### config.mk
export PLATFORM = sky130hd
export DESIGN_NAME = osd_host_serial_port
export DESIGN_NICKNAME = d
export VERILOG_FILES = /design/src/osd_host_serial_pkg.sv /design/src/osd_host_serial_port.sv
export SDC_FILE = /design/constraint.sdc
export NUM_CORES = 1
export LEC_CHECK = 0
export ABC_AREA = 1
export BUFFER_PORTS_ARGS = -buffer_cell sky130_fd_sc_hd__buf_2
export CORE_UTILIZATION = 52
export DETAILED_ROUTE_END_ITERATION = 10
export PLACE_DENSITY = 0.75
export SYNTH_ARGS = -nofsm -noshare
export SYNTH_HDL_FRONTEND = slang
export SYNTH_SLANG_ARGS = --single-unit
### constraint.sdc
create_clock -name mclk -period 1.4 [get_ports mclk]
set_input_delay 0.07 -clock mclk [delete_from_list [all_inputs] [get_ports mclk]]
set_output_delay 0.07 -clock mclk [all_outputs]
set_load 0.02 [all_outputs]
### src/osd_host_serial_pkg.sv
// Purpose: Constants shared by the host serial command port.
// Assumes: System clock of 10 MHz.
// Notes:   Counts are derived from the printed rates.
`default_nettype none
package osd_host_serial_pkg;
  // ----------------------------------------------------------------
  // Clock and link rates
  // ----------------------------------------------------------------
  localparam int unsigned MCLK_HZ         = 10_000_000;
  localparam int unsigned I2C_MAX_HZ      = 400_000;
  localparam int unsigned THREE_WIRE_MAX_HZ = 1_000_000;
  // Least number of system clocks in one link bit period.
  localparam int unsigned I2C_BIT_CYC     = MCLK_HZ / I2C_MAX_HZ;
  localparam int unsigned THREE_WIRE_BIT_CYC = MCLK_HZ / THREE_WIRE_MAX_HZ;
  // ----------------------------------------------------------------
  // Framing
  // ----------------------------------------------------------------
  localparam logic [6:0] SLAVE_ADDR       = 7'h5D;
  localparam logic [3:0] I2C_BYTE_BITS    = 4'h8;
  localparam logic [2:0] THREE_WIRE_LAST_BIT = 3'h7;
  localparam int unsigned COMMAND_COUNT   = 16;
  // ----------------------------------------------------------------
  // Reset values
  // ----------------------------------------------------------------
  localparam logic [7:0] SHIFT_RESET      = 8'h00;
  localparam logic [5:0] SYNC_RESET       = 6'h00;
endpackage
`default_nettype wire

### src/osd_host_serial_port.sv
// Purpose: Receive-only host command port with I2C and three-wire front ends.
// Assumes: Sync inputs are already polarity corrected, active high.
// Notes:   All pins except test_mode and ram_byte_next pass two flip-flops before use.
`timescale 1ns/1ps
`default_nettype none
module osd_host_serial_port
  import osd_host_serial_pkg::*;
(
  // System
  input  wire logic       mclk,
  input  wire logic       nrst,
  // Mode pins
  input  wire logic       port_select,
  input  wire logic       test_mode,
  input  wire logic       chip_enable,
  // Shared data pin: I2C data or three_wire_data_in
  input  wire logic       data_pin_in,
  output logic            data_pin_out,
  output logic            data_pin_oe,
  // Shared clock pin
  input  wire logic       clk_pin_in,
  output logic            clk_pin_out,
  output logic            clk_pin_oe,
  // Video timing
  input  wire logic       hsync_active,
  input  wire logic       vsync_active,
  // Command interpreter
  input  wire logic       ram_byte_next,
  output logic            cmd_valid,
  output logic            ram_write,
  output logic [7:0]      cmd_byte,
  output logic            bus_error
);
  import osd_host_serial_pkg::*;

  typedef enum logic [2:0] {
    I_IDLE, I_ADDR, I_DATA, I_STALL, I_ACK, I_READ, I_IGNORE
  } i2c_state_e;

  // ----------------------------------------------------------------
  // Pin synchronisers and edge detection
  // ----------------------------------------------------------------
  logic [5:0] sync1;
  logic [5:0] sync2;
  logic [5:0] prev;

  always_ff @(posedge mclk or negedge nrst) begin
    if (!nrst) begin
      sync1 <= SYNC_RESET;
      sync2 <= SYNC_RESET;
      prev  <= SYNC_RESET;
    end else begin
      sync1 <= {port_select, chip_enable, clk_pin_in, data_pin_in, hsync_active, vsync_active};
      sync2 <= sync1;
      prev  <= sync2;
    end
  end

  logic sel_i2c;
  logic ce;
  logic sck;
  logic sda;
  logic window;
  logic ce_rise;
  logic sck_rise;
  logic sck_fall;
  logic start_det;
  logic stop_det;

  assign sel_i2c   = sync2[5];
  assign ce        = sync2[4];
  assign sck       = sync2[3];
  assign sda       = sync2[2];
  assign window    = sync2[1] & ~sync2[0];
  assign ce_rise   = ce & ~prev[4];
  assign sck_rise  = sck & ~prev[3];
  assign sck_fall  = ~sck & prev[3];
  assign start_det = sel_i2c & sck & prev[3] & ~sda & prev[2];
  assign stop_det  = sel_i2c & sck & prev[3] & sda & ~prev[2];

  // ----------------------------------------------------------------
  // I2C slave receiver
  // ----------------------------------------------------------------
  i2c_state_e st;
  logic [3:0] cnt;
  logic [7:0] shift;
  logic       i2c_cmd;
  logic       i2c_ram;
  logic       addr_ok;
  logic       byte_end;
  logic       read_req;

  assign addr_ok  = (shift[7:1] == SLAVE_ADDR) && (!shift[0] || test_mode);
  assign byte_end = sck_fall && (cnt == I2C_BYTE_BITS);

  always_ff @(posedge mclk or negedge nrst) begin
    if (!nrst) begin
      st           <= I_IDLE;
      cnt          <= 4'h0;
      shift        <= SHIFT_RESET;
      data_pin_oe  <= 1'b0;
      clk_pin_oe   <= 1'b0;
      i2c_cmd      <= 1'b0;
      i2c_ram      <= 1'b0;
      bus_error    <= 1'b0;
      read_req     <= 1'b0;
    end else begin
      i2c_cmd   <= 1'b0;
      i2c_ram   <= 1'b0;
      bus_error <= 1'b0;
      if (!sel_i2c) begin
        st          <= I_IDLE;
        cnt         <= 4'h0;
        data_pin_oe <= 1'b0;
        clk_pin_oe  <= 1'b0;
      end else if (start_det || stop_det) begin
        // The first clock of a legal STOP or repeated START shifts one bit.
        bus_error   <= (st == I_ADDR || st == I_DATA) && cnt > 4'h1;
        st          <= start_det ? I_ADDR : I_IDLE;
        cnt         <= 4'h0;
        shift       <= SHIFT_RESET;
        data_pin_oe <= 1'b0;
        clk_pin_oe  <= 1'b0;
      end else begin
        unique case (st)
          I_IDLE, I_IGNORE, I_READ: begin
            data_pin_oe <= 1'b0;
          end
          I_ADDR, I_DATA: begin
            if (sck_rise && cnt != I2C_BYTE_BITS) begin
              shift <= {shift[6:0], sda};
              cnt   <= cnt + 4'h1;
            end else if (byte_end) begin
              cnt <= 4'h0;
              if (st == I_ADDR) begin
                st          <= addr_ok ? I_ACK : I_IGNORE;
                read_req    <= shift[0];
                data_pin_oe <= addr_ok;
              end else if (ram_byte_next && !window) begin
                st         <= I_STALL;
                clk_pin_oe <= 1'b1;
              end else begin
                st          <= I_ACK;
                data_pin_oe <= 1'b1;
                i2c_cmd     <= !ram_byte_next;
                i2c_ram     <= ram_byte_next;
              end
            end
          end
          I_STALL: begin
            if (window) begin
              clk_pin_oe  <= 1'b0;
              i2c_ram     <= 1'b1;
              data_pin_oe <= 1'b1;
              st          <= I_ACK;
            end
          end
          I_ACK: begin
            if (sck_fall) begin
              data_pin_oe <= 1'b0;
              st          <= read_req ? I_READ : I_DATA;
            end
          end
        endcase
      end
    end
  end

  assign data_pin_out = 1'b0;
  assign clk_pin_out  = 1'b0;

  // ----------------------------------------------------------------
  // Three-wire receiver
  // ----------------------------------------------------------------
  logic [7:0] hshift;
  logic [2:0] hcnt;
  logic       h_done;

  assign h_done = !sel_i2c && ce && !ce_rise && sck_rise && hcnt == THREE_WIRE_LAST_BIT;

  always_ff @(posedge mclk or negedge nrst) begin
    if (!nrst) begin
      hshift <= SHIFT_RESET;
      hcnt   <= 3'h0;
    end else if (sel_i2c || !ce) begin
      hcnt <= 3'h0;
    end else if (ce_rise) begin
      hshift <= SHIFT_RESET;
      hcnt   <= 3'h0;
    end else if (sck_rise) begin
      hshift <= {sda, hshift[7:1]};
      hcnt   <= hcnt + 3'h1;
    end
  end

  // ----------------------------------------------------------------
  // Command interpreter hand-off
  // ----------------------------------------------------------------
  always_ff @(posedge mclk or negedge nrst) begin
    if (!nrst) begin
      cmd_valid <= 1'b0;
      ram_write <= 1'b0;
      cmd_byte  <= SHIFT_RESET;
    end else begin
      cmd_valid <= h_done || i2c_cmd;
      ram_write <= i2c_ram;
      if (h_done) begin
        cmd_byte <= {sda, hshift[7:1]};
      end else if (i2c_cmd || i2c_ram) begin
        cmd_byte <= shift;
      end
    end
  end
endmodule // osd_host_serial_port
`default_nettype wire

==> summary.txt <==
Worst setup path
  – Critical Path Source: cnt[0]$_DFFE_PN0P_
  – Worst Setup EP: st[0]$_DFFE_PN0P_
  – Critical Path End Type: flop
  – Worst Reg2Reg Path Length in Cells: 12
  – RR Endpoint: st[0]$_DFFE_PN0P_
  – Crit path DAT: 1.74 ns
  – Critical path peak fanout: 3
  – Reg-to-Reg Start: cnt[0]$_DFFE_PN0P_
  – Worst setup SP type: flop
  – Register-to-Register Setup Slack: -0.1 ns
  – Critical path class: reg2reg
  – Req. time, crit path: 1.65 ns

CTS
  – Clk Latency, worst-skew pair: 0.30 ns
  – Worst-path clk slew: 0.10 ns
  – Max H-tree Level: 2
  – CTS tree: built
  – Clk root buf: clkbuf_8
  – Clock Sink Count: 56
  – Clock buffer count from CTS: 5
  – Clock Tree Buf Depth: 2

Layout
  – Area delta synth->final: 36.8%
  – Diodes inserted: 0
  – Share of layout cells above drive strength 1: 0.377
  – Layout Cells excl Fill: 412
  – Fin nets: 360
  – Fillers: 314

Timing
  – RSZ-0062 raised after global routing: yes
  – Period minus WS final: 1.50 ns
  – Final period util: 1.07
  – Clk_skew: 0.00843 ns
  – Final setup violation count: 18
  – Worst hold slack: 0.196 ns
  – Fmax: 669 MHz
  – Final Max Slew Viols: 0
  – Final Hold Fails: 0
  – Final setup margin: -0.0955 ns
  – Final TNS setup: -1.08 ns

Global routing
  – Number of global-route vias before repair: 1965
  – Most used routing layer in global routing: met2
  – Largest net degree at the start of global routing: 43
  – Initial antenna violation count: 0
  – First-pass GRT wire length: 8.84 mm
  – GRT Residual Overflow: 0
  – Met2 global-route usage: 0.360
  – Global Route Usage Sum: 0.221
  – M1 GR Usage: 0.314
  – GR Util met3: 0.0417

Power
  – Max VDD drop: 0.807 mV
  – PD cells: 1140 nW/µm²
  – Static leakage: 1.67 nW

Detailed routing
  – Initial drt markers: 144
  – DRT Pass-1 Iters: 4
  – Post-Route WL: 5.52 mm
  – Vias per inst: 5.09
  – Wire per inst: 13.4 µm
  – Post-DRT Antenna Nets: 0
  – Routed vias: 2096
  – DRC: 0

Yosys
  – Synthesis Warnings: 0
  – Sequential area share after synthesis: 0.551
  – Yosys top cell by area: dfrtp_1
  – Yosys reg bits: 56
  – Post-synth EDFFs: 0
  – Cell variety after synth: 36
  – Top_reg_cell synth: dfrtp_1
  – Synth Instances: 276
  – Dominant cells by area after synthesis: dfrtp_1 (55%), nand2_1 (9.7%), inv_1 (5.5%), o21ai_0 (4.1%), o22ai_1 (3.7%)
  – Top-count cell post-synth: nand2_1
  – Average size of a mapped cell: 9.22 µm²
  – Top cells by count, synth: nand2_1 (66), dfrtp_1 (56), inv_1 (37), o21ai_0 (21), o22ai_1 (15)
  – Synth Cell Area: 2540 µm²
  – Async SR Flop Fraction: 1.00
  – Synth top area share: 0.551

Placed design
  – Hpwl dp: 3.67 mm
  – PortBufs: 22
  – Placer Congestion: 0.937
  – Placed Cells: 390

Floorplanning
  – Initial Util: 0.539
  – Die width: 72.0 µm
  – Num rows: 25
  – IO Count: 25
  – Core footprint: 4720 µm²
  – Height of the die: 72.0 µm
  – Die area: 5180 µm²

Run
  – Max_cap viols: 0

Status
  – Outcome: finished with violations
  – Failing checks: setup timing

Min path
  – Hold Path Class: in2async
## worst min path at each step
| stage | from | end | slack, ns | depth (start not counted) |
|---|---|---|---|---|
| 2_1_floorplan | nrst | bus_error$_DFF_PN0_ | -0.23 | 0 |
| 3_3_place_gp | nrst | cmd_byte[4]$_DFFE_PN0P_ | 0.004 | 1 |
| 5_1_grt | nrst | cmd_byte[3]$_DFFE_PN0P_ | 0.22 | 2 |
| 4_1_cts | nrst | cmd_byte[3]$_DFFE_PN0P_ | 0.21 | 2 |
| 3_5_place_dp | nrst | cmd_byte[3]$_DFFE_PN0P_ | 0.005 | 1 |
| 6_report | nrst | cmd_byte[3]$_DFFE_PN0P_ | 0.20 | 2 |
## power by group
part | internal, mW | switching [mW] | total, mW | leakage (nW)
combinational | 0.486 | 0.657 | 1.14 | 0.873
sequential | 1.72 | 0.0763 | 1.80 | 0.741
clock | 0.530 | 0.506 | 1.04 | 0.0541
total | 2.73 | 1.24 | 3.97 | 1.67
## cell families (layout without fill, tap and decap cells)
group / count (synthesis) / count (layout) / synth area share
adder cells (fa/ha/maj): 6 / 6 / 0.0295
buffers and inverters: 45 / 113 / 0.0801
AND/OR/NAND/NOR: 110 / 110 / 0.206
AO/OA/AOI/OAI: 56 / 56 / 0.126
XOR/XNOR: 2 / 2 / 0.00688
other: 1 / 2 / 0.00147
flip-flops: 56 / 56 / 0.551
## routing by layer
| metal | up-vias | share of wire |
|---|---|---|
| met5 | - | 0 |
| met4 | 0 | 0.0069 |
| met3 | 4 | 0.040 |
| met2 | 48 | 0.50 |
| met1 | 1011 | 0.45 |
| li1 | 1033 | - |
## sequential cells by signal, indices dropped and copies added (netlist names)
signal and count:
read_req 1, ram_write 1, st 3, cnt 4, sync2 6, prev 3, bus_error 1, hshift 7
shift 8, sync1 6, cmd_byte 8, data_pin_oe 1, clk_pin_oe 1, i2c_cmd 1, i2c_ram 1, hcnt 3
cmd_valid 1
## repair_timing
action                     in CTS  in global routing
setup buffers                   4                  3
hold buffers                    8                  0
setup endpoints to repair      22                 36
gates resized for setup        17                 48
hold endpoints to repair       21                  0
cloned                          0                  1
pin swaps                      12                 24
## area by class of cell
type | instances | area, µm² | area share
Clock inverter | 3 | 42.5 | 0.0122
Clock buffer | 5 | 68.8 | 0.0198
Sequential cell | 56 | 1400 | 0.403
Multi-Input combinational cell | 176 | 1210 | 0.347
Timing Repair Buffer | 66 | 527 | 0.151
Inverter | 39 | 149 | 0.0428
Tap cell | 67 | 83.8 | 0.0241
## critical path, stage by stage (launching register included)
cell	delay [ns]
dfrtp_1	0.40
inv_2	0.08
ha_4	0.15
nand2_4	0.05
nor2_4	0.15
nand2_2	0.09
nand2_2	0.08
nand2_2	0.06
nand2_2	0.09
nand2_2	0.08
nor2_4	0.10
nand2_1	0.06
nand2_1	0.06
## cells in the final DEF, fill, tap and decap left out, drive strengths merged, types with 7 or more instances in the layout
cell type and count:
nand2 67, buf 57, dfrtp 56, inv 39
o21ai 29, nor2 18, o22ai 15, nand3 13
dlygate4sd3 8, a21oi 7
## per-stage QoR
step           power, mW  cell area [µm²]  setup WS (ns)   util
3_5_place_dp        2.71             2990         -0.145  0.632
4_1_cts             3.85             3250        -0.0765  0.688
6_report            3.97             3480        -0.0955  0.737
2_1_floorplan       2.37             2590        -0.0425      -
3_3_place_gp        2.70             2990        -0.0883  0.632
5_1_grt             4.21             3480         -0.201  0.737
Power figures use the tool's default switching activity.
